===== src/include/ltps_regs.svh =====
// Register offsets, field positions, reset values and counts of the line test pattern selector.
// Assumes byte addressing on a 32-bit APB bus; each register is one aligned word.
`ifndef LTPS_REGS_SVH
`define LTPS_REGS_SVH

// Register byte offsets
`define LTPS_CTRL_OFS        8'h00
`define LTPS_STATUS_OFS      8'h04
`define LTPS_INT_STAT_OFS    8'h08
`define LTPS_INT_CLR_OFS     8'h0C
`define LTPS_INT_EN_OFS      8'h10

// Control register fields
`define LTPS_ALT_RATE_BIT    7
`define LTPS_SONET_BIT       6
`define LTPS_SEL_HI_BIT      3
`define LTPS_SEL_LO_BIT      2

// Status and interrupt fields
`define LTPS_DET_BIT         0
`define LTPS_EV_GAIN_BIT     0
`define LTPS_EV_LOSS_BIT     1
`define LTPS_EV_MODE_BIT     2
`define LTPS_EV_W            3

// Reset values
`define LTPS_CTRL_RST        1'b0
`define LTPS_INT_RST         3'h0

// Detector counts and DS3 alarm framing sizes
`define LTPS_SYNC_GOOD       48
`define LTPS_LOSS_ERRS       8
`define LTPS_AIS_BLOCK       7'd84
`define LTPS_AIS_P_BIT       1'b1

`endif


===== src/include/ltps_pkg.sv =====
// Types of the line test pattern selector: rate modes and the module state record.
// Assumes ltps_regs.svh is included by the user of the package where constants are needed.
package ltps_pkg;

    // Line rate derived from the two mode bits
    typedef enum logic [1:0] {LTPS_DS3, LTPS_E3, LTPS_STS1} ltps_rate_t;

    // Whole state of the selector
    typedef struct packed {
        logic [1:0]  sync_pos;
        logic [1:0]  sync_neg;
        logic [1:0]  sync_rx;
        logic        alt_rate_enable;
        logic        sonet_rate_select;
        logic        tx_source_sel_hi;
        logic        tx_source_sel_lo;
        logic [2:0]  int_stat;
        logic [2:0]  int_en;
        logic [31:0] rdata;
        logic        tx_pos;
        logic        tx_neg;
        logic [1:0]  phase3;
        logic [6:0]  ais_bit;
        logic [2:0]  ais_blk;
        logic [2:0]  ais_sub;
        logic [22:0] gen;
        logic [22:0] hist;
        logic [5:0]  good;
        logic [3:0]  errs;
        logic        locked;
    } ltps_state_t;

endpackage : ltps_pkg


===== src/ltps_top.sv =====
// Transmit data source selector and receive PRBS detector for one line port, with APB registers.
// Assumes framer rails and receive data arrive as pins sampled on pclk, one bit per clock.
//
// The APB register port and the address map were left to the implementer.
`timescale 1ns/1ps
`include "ltps_regs.svh"

module ltps_top
    import ltps_pkg::*;
#(
    parameter int SYNC_GOOD     = `LTPS_SYNC_GOOD,
    parameter int LOSS_ERRS     = `LTPS_LOSS_ERRS,
    parameter bit STS1_LONG_POLY = 1'b1
) (
    input  wire logic        pclk,
    input  wire logic        presetn,
    input  wire logic        psel,
    input  wire logic        penable,
    input  wire logic        pwrite,
    input  wire logic [7:0]  paddr,
    input  wire logic [31:0] pwdata,
    output logic [31:0]      prdata,
    output logic             pready,
    output logic             pslverr,
    input  wire logic        tx_positive_rail,
    input  wire logic        tx_negative_rail,
    input  wire logic        rx_line_data,
    output logic             line_tx_pos,
    output logic             line_tx_neg,
    output logic             pattern_detect_out,
    output logic             irq
);

    ltps_state_t st;
    ltps_state_t next_st;

    logic       setup;
    logic       wr_acc;
    logic       mapped;
    ltps_rate_t rate;
    logic       long_poly;
    logic       gen_fb;
    logic       gen_zero;
    logic       rx_bit;
    logic       rx_pred;
    logic       match;
    logic       ais_out;
    logic [2:0] ev;
    logic       rate_chg;

    // Address decode and bus phases
    assign setup  = psel & ~penable;
    assign wr_acc = psel & penable & pwrite;
    assign mapped = (paddr == `LTPS_CTRL_OFS) || (paddr == `LTPS_STATUS_OFS) ||
                    (paddr == `LTPS_INT_STAT_OFS) || (paddr == `LTPS_INT_CLR_OFS) ||
                    (paddr == `LTPS_INT_EN_OFS);
    assign pready  = psel & penable;
    assign pslverr = psel & penable & ~mapped;
    assign prdata  = st.rdata;

    // A control write that moves either rate bit
    assign rate_chg = wr_acc && (paddr == `LTPS_CTRL_OFS) &&
                      ((pwdata[`LTPS_ALT_RATE_BIT] != st.alt_rate_enable) ||
                       (pwdata[`LTPS_SONET_BIT] != st.sonet_rate_select));

    // Rate decode: DS3 unless alt rate set, then sonet bit picks E3 or STS-1
    always_comb begin
        if (!st.alt_rate_enable) begin
            rate = LTPS_DS3;
        end else if (st.sonet_rate_select) begin
            rate = LTPS_STS1;
        end else begin
            rate = LTPS_E3;
        end
    end

    // Polynomial choice shared by generator and detector
    always_comb begin
        case (rate)
            LTPS_DS3:  long_poly = 1'b0;
            LTPS_E3:   long_poly = 1'b1;
            LTPS_STS1: long_poly = STS1_LONG_POLY;
            default:   long_poly = 1'b1;
        endcase
    end

    // Generator feedback; an all-zero register is kicked out of lockup
    assign gen_zero = long_poly ? (st.gen == 23'h000000) : (st.gen[14:0] == 15'h0000);
    assign gen_fb   = (long_poly ? (st.gen[22] ^ st.gen[17]) : (st.gen[14] ^ st.gen[13]))
                      | gen_zero;

    // Detector predicts each bit from the last received ones; PRBS patterns are sent inverted
    assign rx_bit  = ~st.sync_rx[1];
    assign rx_pred = long_poly ? (st.hist[22] ^ st.hist[17]) : (st.hist[14] ^ st.hist[13]);
    assign match   = (rx_bit == rx_pred);

    // DS3 alarm frame: 85-bit blocks, 8 per subframe, 7 subframes, payload 1010
    always_comb begin
        if (st.ais_bit != 7'd0) begin
            ais_out = st.ais_bit[0];
        end else begin
            case (st.ais_blk)
                3'd0: begin
                    case (st.ais_sub)
                        3'd0, 3'd1: ais_out = 1'b1;
                        3'd2, 3'd3: ais_out = `LTPS_AIS_P_BIT;
                        3'd5:       ais_out = 1'b1;
                        default:    ais_out = 1'b0;
                    endcase
                end
                3'd1, 3'd7: ais_out = 1'b1;
                3'd3, 3'd5: ais_out = 1'b0;
                default:    ais_out = 1'b0;
            endcase
        end
    end

    // Next state of the whole block
    always_comb begin
        next_st = st;
        ev      = 3'h0;

        // Two-stage sampling of the pins
        next_st.sync_pos = {st.sync_pos[0], tx_positive_rail};
        next_st.sync_neg = {st.sync_neg[0], tx_negative_rail};
        next_st.sync_rx  = {st.sync_rx[0], rx_line_data};

        // Register writes take effect at the access edge
        if (wr_acc && paddr == `LTPS_CTRL_OFS) begin
            if (rate_chg && (st.tx_source_sel_hi | st.tx_source_sel_lo)) begin
                ev[`LTPS_EV_MODE_BIT] = 1'b1;
            end
            next_st.alt_rate_enable   = pwdata[`LTPS_ALT_RATE_BIT];
            next_st.sonet_rate_select = pwdata[`LTPS_SONET_BIT];
            next_st.tx_source_sel_hi  = pwdata[`LTPS_SEL_HI_BIT];
            next_st.tx_source_sel_lo  = pwdata[`LTPS_SEL_LO_BIT];
        end
        if (wr_acc && paddr == `LTPS_INT_EN_OFS) begin
            next_st.int_en = pwdata[`LTPS_EV_W-1:0];
        end

        // Read data latched in the setup cycle
        if (setup) begin
            case (paddr)
                `LTPS_CTRL_OFS: next_st.rdata = {24'h000000, st.alt_rate_enable,
                    st.sonet_rate_select, 2'b00, st.tx_source_sel_hi,
                    st.tx_source_sel_lo, 2'b00};
                `LTPS_STATUS_OFS:   next_st.rdata = {31'h00000000, st.locked};
                `LTPS_INT_STAT_OFS: next_st.rdata = {29'h00000000, st.int_stat};
                `LTPS_INT_EN_OFS:   next_st.rdata = {29'h00000000, st.int_en};
                default:            next_st.rdata = 32'h00000000;
            endcase
        end

        // Pattern generators run freely
        next_st.phase3 = (st.phase3 == 2'd2) ? 2'd0 : st.phase3 + 2'd1;
        next_st.gen    = {st.gen[21:0], gen_fb};
        if (st.ais_bit == `LTPS_AIS_BLOCK) begin
            next_st.ais_bit = 7'd0;
            if (st.ais_blk == 3'd7) begin
                next_st.ais_sub = (st.ais_sub == 3'd6) ? 3'd0 : st.ais_sub + 3'd1;
            end
            next_st.ais_blk = st.ais_blk + 3'd1;
        end else begin
            next_st.ais_bit = st.ais_bit + 7'd1;
        end

        // Transmit source selection
        next_st.tx_neg = 1'b0;
        case ({st.tx_source_sel_hi, st.tx_source_sel_lo})
            2'b00: begin
                next_st.tx_pos = st.sync_pos[1];
                next_st.tx_neg = st.sync_neg[1];
            end
            2'b01: begin
                // The low bit alone sends the alarm at DS3 with the sonet bit set, all ones otherwise
                next_st.tx_pos = (rate == LTPS_DS3 && st.sonet_rate_select) ? ais_out
                                                                            : 1'b1;
            end
            2'b10:   next_st.tx_pos = (st.phase3 == 2'd0);
            2'b11:   next_st.tx_pos = ~gen_fb;
            default: next_st.tx_pos = 1'b0;
        endcase

        // Receive detector: hunt, then hold until too many errors
        next_st.hist = {st.hist[21:0], rx_bit};
        if (rate_chg) begin
            // Rate write wins, so no lock is ever taken with the old polynomial
            next_st.locked = 1'b0;
            next_st.good   = 6'h00;
            next_st.errs   = 4'h0;
        end else if (!st.locked) begin
            if (!match) begin
                next_st.good = 6'h00;
            end else if (st.good == 6'(SYNC_GOOD - 1)) begin
                next_st.locked = 1'b1;
                next_st.good   = 6'h00;
                next_st.errs   = 4'h0;
                ev[`LTPS_EV_GAIN_BIT] = 1'b1;
            end else begin
                next_st.good = st.good + 6'h01;
            end
        end else if (!match) begin
            if (st.errs == 4'(LOSS_ERRS - 1)) begin
                next_st.locked = 1'b0;
                next_st.errs   = 4'h0;
                next_st.good   = 6'h00;
                ev[`LTPS_EV_LOSS_BIT] = 1'b1;
            end else begin
                next_st.errs = st.errs + 4'h1;
            end
        end else if (st.good == 6'(SYNC_GOOD - 1)) begin
            next_st.good = 6'h00; // SYNC_GOOD matching bits, errors among them allowed, forgive old errors
            next_st.errs = 4'h0;
        end else begin
            next_st.good = st.good + 6'h01;
        end

        // Sticky events: set wins over a write-one clear in the same cycle
        if (wr_acc && paddr == `LTPS_INT_CLR_OFS) begin
            next_st.int_stat = st.int_stat & ~pwdata[`LTPS_EV_W-1:0];
        end
        next_st.int_stat = next_st.int_stat | ev;
    end

    // State register
    always_ff @(posedge pclk or negedge presetn) begin
        if (!presetn) begin
            st                   <= '0;
            st.alt_rate_enable   <= `LTPS_CTRL_RST;
            st.sonet_rate_select <= `LTPS_CTRL_RST;
            st.tx_source_sel_hi  <= `LTPS_CTRL_RST;
            st.tx_source_sel_lo  <= `LTPS_CTRL_RST;
            st.int_stat          <= `LTPS_INT_RST;
            st.int_en            <= `LTPS_INT_RST;
        end else begin
            st <= next_st;
        end
    end

    // Outputs
    assign line_tx_pos        = st.tx_pos;
    assign line_tx_neg        = st.tx_neg;
    assign pattern_detect_out = st.locked;
    assign irq                = |(st.int_stat & st.int_en);

endmodule : ltps_top


===== config.mk =====
export PLATFORM = sky130hd
export DESIGN_NAME = ltps_top
export DESIGN_NICKNAME = d
export VERILOG_FILES = /design/src/include/ltps_pkg.sv /design/src/ltps_top.sv
export VERILOG_INCLUDE_DIRS = /design/src /design/src/include
export SDC_FILE = /design/constraint.sdc
export NUM_CORES = 1
export LEC_CHECK = 0
export ABC_CLOCK_PERIOD_IN_PS = 2029
export BUFFER_PORTS_ARGS = -buffer_cell sky130_fd_sc_hd__buf_2
export CAP_MARGIN = 10
export CORE_ASPECT_RATIO = 1.4
export CORE_MARGIN = 2
export CORE_UTILIZATION = 30
export CTS_CLUSTER_SIZE = 30
export DETAILED_ROUTE_END_ITERATION = 6
export MAX_ROUTING_LAYER = met4
export PLACE_DENSITY = 0.55
export SYNTH_ARGS = -nofsm -noshare
export SYNTH_HDL_FRONTEND = slang
export SYNTH_SLANG_ARGS = --single-unit

===== constraint.sdc =====
create_clock -name pclk -period 2.03 [get_ports pclk]
set_clock_uncertainty 0.1 [all_clocks]
set_input_delay 0 -clock pclk [delete_from_list [all_inputs] [get_ports pclk]]
set_output_delay 0 -clock pclk [all_outputs]
set_load 0.01 [all_outputs]

==> Word level (Yosys, flattened, before mapping) <==
Cells that the tools add are included.
{ "op_classes": {"n_addsub": 6, "n_eq_ne": 23, "muxes": 37, "n_bitwise": 18, "reduce_logical": 27} }
{ "op_table": {"columns": ["operator", "n"], "rows": [
  ["one-hot mux 8 bit (4 select lines)", 1],
  ["zero test 23 bit", 1],
  ["2-to-1 mux 11 bit", 2],
  ["2-to-1 mux 6 bit", 3],
  ["2-to-1 mux 1 bit", 17],
  ["equality test 8 x 4 -> 1 bit, second input constant", 2],
  ["zero test 15 bit", 1],
  ["2-to-1 mux 10 bit", 1],
  ["2-to-1 mux 5 bit", 2],
  ["equality test 3 bit, second input constant", 3],
  ["equality test 8 x 3 -> 1 bit, second input constant", 1],
  ["equality test 8 x 5 -> 1 bit, second input constant", 1],
  ["zero test 8 bit", 1],
  ["2-to-1 mux 2 bit", 4],
  ["2-to-1 mux 4 bit", 2],
  ["adder 7 x 1 -> 7 bit, second input constant", 1],
  ["equality test 7 bit, second input constant", 1],
  ["2-to-1 mux 7 bit", 1],
  ["nonzero test 7 bit", 1],
  ["adder 3 x 1 -> 3 bit, second input constant", 2],
  ["adder 6 x 1 -> 6 bit, second input constant", 1],
  ["AND 3 bit", 2],
  ["equality test 2 bit, second input constant", 3],
  ["equality test 3 x 1 -> 1 bit, second input constant", 2],
  ["29 further kinds", 55]
]} }
{ "totals": {"regBits": 122, "input_bits": 48, "output_inout_bits": 38, "elab_cells": 132} }

==> Depth between registers and ports, before layout <==
Gate-level depths: netlist (run 1).
{ "logic_depth": {"ltp_word": 9, "ltp_mapped": 9, "ltp_nobuf": 7} }

==> Worst setup path before layout (run 1) <==
No wires, ideal clock.
{ "synth_path": {"kind": "flip-flop to flip-flop", "from": "reg st[115] (netlist name)", "to": "reg st[10] (netlist name)", "setup_time_ns": 0.078, "arrival_ns": 1.750, "required_ns": 1.852, "path_slack_ns": 0.103, "stages_incl_launch_ff": 8, "n_path_buf": 2, "synth_period_minus_slack_ns": 1.927, "path_cell_list": "dfrtp_1 clkbuf_1 mux2i_1 xnor2_1 and4_4 buf_6 or3_1 a21oi_1"} }
{ "synth_via": {"elab_chain_cells": 7, "word_cells_on_any_way": 12, "classes_between": "3 x eq/ne; 6 x mux; 3 x reduce/logical"} }
{ "synth_lines": {"columns": ["element", "line_no", "text"], "rows": [
  ["start, declared", "ltps_top.sv:34", "ltps_state_t st;"],
  ["start signal, assigned", "ltps_top.sv:237", "st <= next_st;"],
  ["2-to-1 mux 2 bit", "ltps_top.sv:68", "if (!st.alt_rate_enable) begin"],
  ["zero test 2 bit", "ltps_top.sv:79", "case (rate)"],
  ["2-to-1 mux 1 bit", "ltps_top.sv:94", "assign rx_pred = long_poly ? (st.hist[22] ^ st.hist[17]) : (st.hist[14] ^ st.hist[13]);"],
  ["equality test 1 bit", "ltps_top.sv:95", "assign match = (rx_bit == rx_pred);"],
  ["2-to-1 mux 6 bit or 2-to-1 mux 10 bit (tied branches)", "ltps_top.sv:193, ltps_top.sv:203", null],
  ["2-to-1 mux 11 bit", "ltps_top.sv:192", "end else if (!st.locked) begin"],
  ["2-to-1 mux 11 bit", "ltps_top.sv:187", "if (rate_chg) begin"]
]} }
Parallel ways exist; a longest one is shown, timed or not.
A chain may end at the register's enable or synchronous reset.

==> Worst setup path in the final report (run 1) <==
{ "layout_path": {"from": "reg st (netlist bit next_st[29])", "to": "reg st[10] (netlist name)"} }
{ "layout_via": {"elab_chain_cells": 6, "word_cells_on_any_way": 8, "classes_between": "2 x eq/ne; 5 x mux; 1 x bitwise"} }
{ "layout_lines": {"columns": ["element", "line_no"], "rows": [
  ["bitwise XOR 1 bit *", "ltps_top.sv:94"],
  ["2-to-1 mux 1 bit *", "ltps_top.sv:94"],
  ["equality test 1 bit *", "ltps_top.sv:95"],
  ["2-to-1 mux 6 bit or 2-to-1 mux 10 bit (tied branches)", "ltps_top.sv:193, ltps_top.sv:203"],
  ["2-to-1 mux 11 bit", "ltps_top.sv:192"],
  ["2-to-1 mux 11 bit", "ltps_top.sv:187"]
]} }
Mark *: on every way between the ends. The rest lies on a longest branch, timed or not.

==> results of run 1 <==
## worst min path at each step
| stage | from | endpoint | cells past startpoint | slack, ps |
|---|---|---|---|---|
| 2_1_floorplan | presetn | line_tx_neg | 0 | -400 |
| 3_5_place_dp | presetn | prdata[2] | 1 | -20 |
| 5_1_grt | paddr[3] | prdata[0] | 4 | 70 |
| 4_1_cts | paddr[3] | prdata[0] | 4 | 20 |
| 6_report | paddr[3] | prdata[0] | 4 | 50 |
| 3_3_place_gp | presetn | prdata[0] | 1 | -30 |
## power breakdown
part | internal, W | total [W] | leakage, nW | switching, W
Sequential | 0.00203 | 0.00214 | 1.21 | 0.000106
Clock | 0.000937 | 0.00161 | 0.134 | 0.000672
Combinational | 0.000172 | 0.000392 | 0.828 | 0.000220
Total | 0.00314 | 0.00414 | 2.17 | 0.000998
## worst min-delay path, stage by stage
cell	delay [ps]
buf_2	150
nor3b_1	70
a21oi_1	150
o31ai_1	80
## area by class of cell
cell class / instances / share of cell area [%]
flip-flops and latches: 96 / 51.61
multi-input cells: 204 / 28.74
repair buffers: 59 / 8.710
clock buffers: 10 / 4.919
well taps: 153 / 4.113
clock inverters: 4 / 1.022
inverters: 11 / 0.8871
## logic make-up (layout without fill, tap and decap cells)
logic type / count (synthesis) / count (layout)
mux: 10 / 10
xor+xnor: 15 / 15
buf+inv: 51 / 84
flops: 96 / 96
other cells: 1 / 26
compound gates: 50 / 50
simple gates: 94 / 94
fa+ha+maj: 9 / 9
## state kept, by name, indices dropped and copies added, names as in the netlist
signal and cells:
prdata 6, line_tx_pos 1, st 40, pattern_detect_out 1, next_st 47, line_tx_neg 1
## per-stage QoR
stage / utilization (%) / total power, W / instance area (µm²)
after detailed placement: 32.88 / 0.002544 / 4233
after CTS: 35.96 / 0.004184 / 4629
final: 36.15 / 0.004140 / 4654
after global routing: 36.15 / 0.004357 / 4654
after global placement: 32.88 / 0.002527 / 4233
after floorplan: - / 0.002418 / 4049
## timing repair
item	in CTS	in global routing
hold buffers	12	0
hold endpoints to repair	65	0
resized for setup	0	7
endpoints found under the setup margin	0	15
## layer usage
metal	GRT usage [%]	up-vias	routed length (µm)
met1	14.16	1236	3326
met4	4.267	0	97
met5	-	-	0
met2	16.38	59	3407
met3	3.014	6	250
li1	-	1194	-
## layout by cell type, fill, tap and decap left out, types with 4 or more instances in the layout
master / instances
dlygate4sd3_1: 12
nand2_1: 20
inv_1: 11
dfrtp_1: 96
and3_1: 5
o21ai_0: 11
ha_1: 9
xor2_1: 4
clkbuf_16: 9
mux2_2: 8
xnor2_1: 10
buf_4: 14
nor4_1: 6
buf_2: 32
or3_1: 4
o31ai_1: 4
nor3_1: 5
nor3b_1: 4
nor2_1: 15
conb_1: 26
a21oi_1: 12
nor2b_1: 4
nand3_1: 12
==> impl_summary.log, run 1 <==
[metrics] overflow left after global routing: 0
[metrics] adder and majority gate portion of the synthesized area: 2.847%
[metrics] Net count, final: 438
[metrics] share of cells above drive strength 1: 20.31%
[metrics] pin count of the biggest net entering global routing: 53
[metrics] total die area: 0.01413 mm²
[metrics] synthesized-area fraction occupied by xor and xnor cells: 3.322%
[metrics] type of the worst setup path: register to register
[metrics] required time at the worst-slack endpoint: 2190 ps
[metrics] dominant combinational cell family by area after synthesis: simple AND/OR/NAND/NOR gates
[metrics] worst setup path endpoint: st[10]
[metrics] top post-synthesis cells by area: dfrtp_1 61%, buf_4 6.1%, ha_1 2.8%
[metrics] count of buffer and inverter cells on the critical path: 0
[metrics] hold_ws: 53.03 ps
[metrics] post-placement setup slack: 67.88 ps
[metrics] count of buffers from port buffering: 33
[metrics] FP Rows: 49
[metrics] hold violation count in the final report: 0
[metrics] area of combinational cells with multiple inputs: 0.001338 mm²
[metrics] worst voltage drop across the vdd grid: 0.3138 mV
[metrics] count of cells along the worst register-to-register path: 6
[metrics] non-filler cells, final: 537
[metrics] Placed Cells: 511
[metrics] clock slew at reported path FFs: 60 ps
[metrics] total of warnings raised by yosys: 0
[metrics] Clock Tree Root: clkbuf_16
[metrics] data arrival at the endpoint of the critical path: 2010 ps
[metrics] critical-path cell list: xnor2_1 > mux2i_2 > xnor2_2 > and4_4 > or3_1 > a21oi_1
[metrics] GR Util All Layers: 10.99%
[metrics] synthesized-area fraction occupied by and/or/nand/nor cells: 13.51%
[metrics] number of diodes: 0
[metrics] antenna violations before repair: 0
[metrics] Final period util: 91.38%
[metrics] library cells used by synthesis: 51
[metrics] average footprint of a synthesized cell: 12.13 µm²
[metrics] number of clock sinks seen by CTS: 96
[metrics] sequential share of the synthesized area: 60.74%
[metrics] share of Yosys cell area claimed by the top area cell type: 60.74%
[metrics] number of enable-type register cells in the synthesized netlist: 0
[metrics] setup violators final: 0
[metrics] measured slew at the worst slew-check pin: 653.5 ps
[metrics] synth-to-layout area growth: 17.68%
[metrics] number of cells on the critical path: 6
[metrics] most frequent cell after synthesis: dfrtp_1
[metrics] CP delay by family, top: simple AND/OR/NAND/NOR gates
[metrics] final routed wire length divided by cell count: 13.19 µm
[metrics] Post-CTS Setup Bufs: 0
[metrics] HPWL after DPL: 4948 µm
[metrics] endpoint of the worst register-to-register path: st[10]
[metrics] number of global-route vias before repair: 2437
[metrics] Reg2Reg Setup Slack: 180 ps
[metrics] final setup slack of the worst path: 175.0 ps
[metrics] maximum single-stage delay on the critical path: 410 ps
[metrics] max-slew headroom at the worst pin: 56.43%
[metrics] total count of max-transition violations in the final report: 0
[metrics] Core Box Area: 0.01287 mm²
[metrics] most used standard cells in the synthesized netlist: 96 x dfrtp_1, 32 x buf_4, 20 x nand2_1
[metrics] main flop type after synthesis: dfrtp_1
[metrics] TritonCTS Buffers: 9
[metrics] footprint of the flip-flops and latches: 0.002402 mm²
[metrics] first-iteration detailed-routing DRC count: 273
[metrics] power density over the cells: 889.4 mW/mm²
[metrics] Synth area leader: dfrtp_1
[metrics] Final ANT Viol Nets: 0
[metrics] fill cell count: 1253
[metrics] I/O Pins: 86
[metrics] Synth Register Bits: 96
[metrics] category of the worst setup path launch point: register
[metrics] CTS tree: done
[metrics] Cell Area, Synth: 0.003955 mm²
[metrics] horizontal extent of the die: 101.0 µm
[metrics] via/cell ratio: 4.646
[metrics] nature of the critical path endpoint: register
[metrics] top fanout value on the critical path: 7
[metrics] clock insertion delay at the later pin of the skew report: 330 ps
[metrics] maximum count of clock buffers along a single path: 2
[metrics] CTS H-tree lvls: 3
[metrics] total via count after detailed routing: 2495
[metrics] total negative slack: 0 ps
[metrics] starting density of the core: 30.72%
[metrics] synthesized-area fraction occupied by ao, oa, aoi and oai cells: 8.257%
[metrics] outcome: completed
[metrics] gp weighted congestion: 0.7603
[metrics] final critical delay including setup and external delays: 1855 ps
[metrics] first drt pass iteration count: 6
[metrics] cell count after synthesis: 326
[metrics] type of the worst min-delay path: primary input to register
[metrics] DRC violations left: 0
[metrics] setup repair after global routing missed its margin: no
[metrics] multiplexer share of the synthesized area: 2.784%
[metrics] first-pass GRT wire length: 11830 µm
[metrics] Chip Height: 139.9 µm
[metrics] achievable frequency: 539.1 MHz
[metrics] Static Leak: 2.169 nW
[metrics] total wirelength of the detailed-routed design: 7081 µm
[metrics] launching instance or port of the critical path: next_st[29]
[metrics] proportion of register bits with asynchronous set or reset after synthesis: 100.0%
[metrics] slowest cell on the critical path: dfrtp_1
[metrics] Max Cap Viol: 0
[metrics] launching point of the worst reg2reg path: next_st[29]
(Power assumes the default switching activity.)
==> inputs of run 2 (changes only) <==
--- a/config.mk
+++ b/config.mk
@@ -11,11 +11,12 @@
 export CAP_MARGIN = 10
 export CORE_ASPECT_RATIO = 1.4
 export CORE_MARGIN = 2
-export CORE_UTILIZATION = 30
+export CORE_UTILIZATION = 49
 export CTS_CLUSTER_SIZE = 30
 export DETAILED_ROUTE_END_ITERATION = 6
 export MAX_ROUTING_LAYER = met4
-export PLACE_DENSITY = 0.55
+export PLACE_DENSITY = 0.8
+export RECOVER_POWER = 50
 export SYNTH_ARGS = -nofsm -noshare
 export SYNTH_HDL_FRONTEND = slang
 export SYNTH_SLANG_ARGS = --single-unit
==> run 2 against run 1 <==
  * Sequential power about the same
  * Worst setup slack got worse by 41 ps
  * Critical path depth unchanged
  * Via count decreased by 0.92%
  * Largest power group unchanged
  * Highest routed layer unchanged
  * Combinational power increased by 1%
  * Sequential cell count unchanged
  * Non-clock buffer count decreased by 1
  * Cell area decreased by 4.1%
  * First-iteration DRC count decreased by 40%
==> impl_summary.log, run 2 (synthesized netlist as in run 1, its figures left out) <==
[metrics] number of flip-flops under the largest register name: 47 (unchanged)
[metrics] number of diodes: 0 (unchanged)
[metrics] maximum single-stage delay on the critical path: 550 ps (+140 ps)
[metrics] horizontal extent of the die: 79.93 µm (-21%)
[metrics] worst voltage drop across the vdd grid: 0.5897 mV (+88%)
[metrics] setup violators final: 0 (unchanged)
[metrics] data arrival at the endpoint of the critical path: 2030 ps (+20 ps)
[metrics] top fanout value on the critical path: 2 (-5)
[metrics] clock slew at reported path FFs: 90 ps (+30 ps)
[metrics] first-pass GRT wire length: 10670 µm (-9.8%)
[metrics] number of cells on the worst hold path: 3 (-1)
[metrics] category of the worst setup path launch point: register
[metrics] TritonCTS Buffers: 9 (unchanged)
[metrics] final routed wire length divided by cell count: 13.16 µm (-0.18%)
[metrics] starting density of the core: 50.72% (+20 points)
[metrics] outcome: completed
[metrics] total die area: 0.008816 mm² (-38%)
[metrics] total count of max-transition violations in the final report: 0 (unchanged)
[metrics] HPWL after DPL: 4519 µm (-8.7%)
[metrics] via/cell ratio: 5.097 (+9.7%)
[metrics] total negative slack: 0 ps (unchanged)
[metrics] total via count after detailed routing: 2472 (-0.92%)
[metrics] slowest cell on the critical path: or4_1
[metrics] Net count, final: 437 (-0.23%)
[metrics] total wirelength of the detailed-routed design: 6384 µm (-9.8%)
[metrics] overflow left after global routing: 0 (unchanged)
[metrics] launching instance or port of the critical path: next_st[39]
[metrics] most frequent standard cell in the layout excluding fill and tap cells: dfrtp_1
[metrics] leading cell types in the layout, fill and taps excluded: 96 x dfrtp_1, 31 x buf_2, 26 x conb_1
[metrics] required time at the worst-slack endpoint: 2170 ps (-20 ps)
[metrics] number of cells on the critical path: 6 (unchanged)
[metrics] synth-to-layout area growth: 12.84%
[metrics] CTS H-tree lvls: 3 (unchanged)
[metrics] pin count of the biggest net entering global routing: 54 (+1.9%)
[metrics] nature of the critical path endpoint: register
[metrics] CTS tree: done
[metrics] Clock Tree Root: clkbuf_8
[metrics] count of cells along the worst register-to-register path: 6 (unchanged)
[metrics] type of the worst setup path: register to register
[metrics] antenna violations before repair: 0 (unchanged)
[metrics] first drt pass iteration count: 4 (-2)
[metrics] Chip Height: 110.3 µm (-21%)
[metrics] launching point of the worst reg2reg path: next_st[39]
[metrics] achievable frequency: 527.4 MHz (-2.2%)
[metrics] Static Leak: 2.108 nW (-2.8%)
[metrics] first-iteration detailed-routing DRC count: 163 (-40%)
[metrics] share of cells above drive strength 1: 19.48% (-0.83 points)
[metrics] fin util: 57.24% (+21 points)
[metrics] CP delay by family, top: simple AND/OR/NAND/NOR gates
[metrics] Final Cell Area: 0.004463 mm² (-4.1%)
[metrics] power density over the cells: 810.3 mW/mm² (-8.9%)
[metrics] final critical delay including setup and external delays: 1896 ps (+41.16 ps)
[metrics] FP Rows: 38 (-22%)
[metrics] I/O Pins: 86 (unchanged)
[metrics] measured slew at the worst slew-check pin: 1245 ps (+591.5 ps)
[metrics] clock insertion delay at the later pin of the skew report: 360 ps (+30 ps)
[metrics] count of buffers from port buffering: 33 (unchanged)
[metrics] hold violation count in the final report: 0 (unchanged)
[metrics] max-slew headroom at the worst pin: 17.00% (-39 points)
[metrics] Final ANT Viol Nets: 0 (unchanged)
[metrics] placement-stage cell area: 0.004151 mm² (-1.9%)
[metrics] startpoint of the most critical hold path: paddr[6]
[metrics] maximum count of clock buffers along a single path: 2 (unchanged)
[metrics] Max Cap Viol: 0 (unchanged)
[metrics] fill cell count: 647 (-48%)
[metrics] type of the worst min-delay path: primary input to register
[metrics] setup repair after global routing missed its margin: no
[metrics] GR Util All Layers: 16.54% (+5.6 points)
[metrics] critical-path cell list: or4_1 > nor4_2 > and3_1 > a31oi_1 > o21ai_0 > a311oi_1
[metrics] number of clock sinks seen by CTS: 96 (unchanged)
[metrics] Final period util: 93.41% (+2.0 points)
[metrics] gp weighted congestion: 0.8104 (+6.6%)
[metrics] Core Box Area: 0.007797 mm² (-39%)
[metrics] DRC violations left: 0 (unchanged)
[metrics] number of global-route vias before repair: 2314 (-5.0%)
[metrics] count of buffer and inverter cells on the critical path: 0 (unchanged)
==> run 2: cell types whose count changed in the layout (fill, tap and decap cells not counted), sizes merged <==
| cell | before | now |
|---|---|---|
| buf | 47 | 43 |
| bufinv | 1 | 0 |
| clkbuf | 10 | 11 |
| clkinv | 2 | 4 |
| clkinvlp | 1 | 2 |
| dlygate4sd3 | 12 | 13 |
| inv | 11 | 12 |
==> run 2: path summary, 6_finish.rpt <==
| path | end | slack (ps) |
|---|---|---|
| worst max-delay path | line_tx_pos | 130 |
| worst min-delay path | prdata[0] | 40 |
| worst max register to register | line_tx_pos | 130 |
| worst min register to register | next_st[31] | 250 |
| max in group asynchronous | prdata[1] | 590 |
| min in group asynchronous | next_st[45] | 340 |
==> run 2: cell type report <==
class / instances / area [µm²] / share of cell area (%)
Inverter: 11 / 41.29 / 0.9251
Sequential cell: 96 / 2402 / 53.83
Multi-Input combinational cell: 204 / 1326 / 29.72
Clock inverter: 7 / 47.55 / 1.065
Clock buffer: 9 / 123.9 / 2.775
Tap cell: 100 / 125.1 / 2.803
Timing Repair Buffer: 58 / 396.6 / 8.887
==> run 2: what timing repair did <==
action,in CTS,in global routing
endpoints found under the hold margin,94,0
gates resized for setup,1,2
hold buffers,13,0
endpoints found under the setup margin,1,2
setup buffers,0,0
==> run 2: report_power, final <==
part / switching (W) / leakage [nW] / internal [W]
sequential: 0.000108 / 1.21 / 0.00203
clock: 0.000639 / 0.0854 / 0.000444
combinational: 0.000222 / 0.815 / 0.000174
==> run 2: worst min-delay path, stage by stage <==
cell and delay, ps:
buf_2 110, or4b_1 240, o31ai_1 110
==> run 2: through the flow <==
| step | hold slack (ps) | cells | power [W] | setup slack, ps |
|---|---|---|---|---|
| final | 36.56 | 485 | 0.003616 | 133.9 |
| after floorplan | -395.6 | 351 | 0.002418 | 102.8 |
| after detailed placement | -25.75 | 456 | 0.002545 | 53.04 |
| after CTS | 17.89 | 485 | 0.003657 | 91.84 |
| after global placement | -34.76 | 456 | 0.002515 | 128.6 |
| after global routing | 52.04 | 485 | 0.003821 | 1.012 |
==> run 2: metal layers <==
| layer | vias up | routed length [µm] | GRT usage [%] |
|---|---|---|---|
| met1 | 1204 | 2847 | 21.37 |
| met4 | 0 | 104 | 7.143 |
| li1 | 1189 | - | - |
| met5 | - | 0 | - |
| met2 | 68 | 3106 | 24.46 |
| met3 | 11 | 325 | 4.886 |
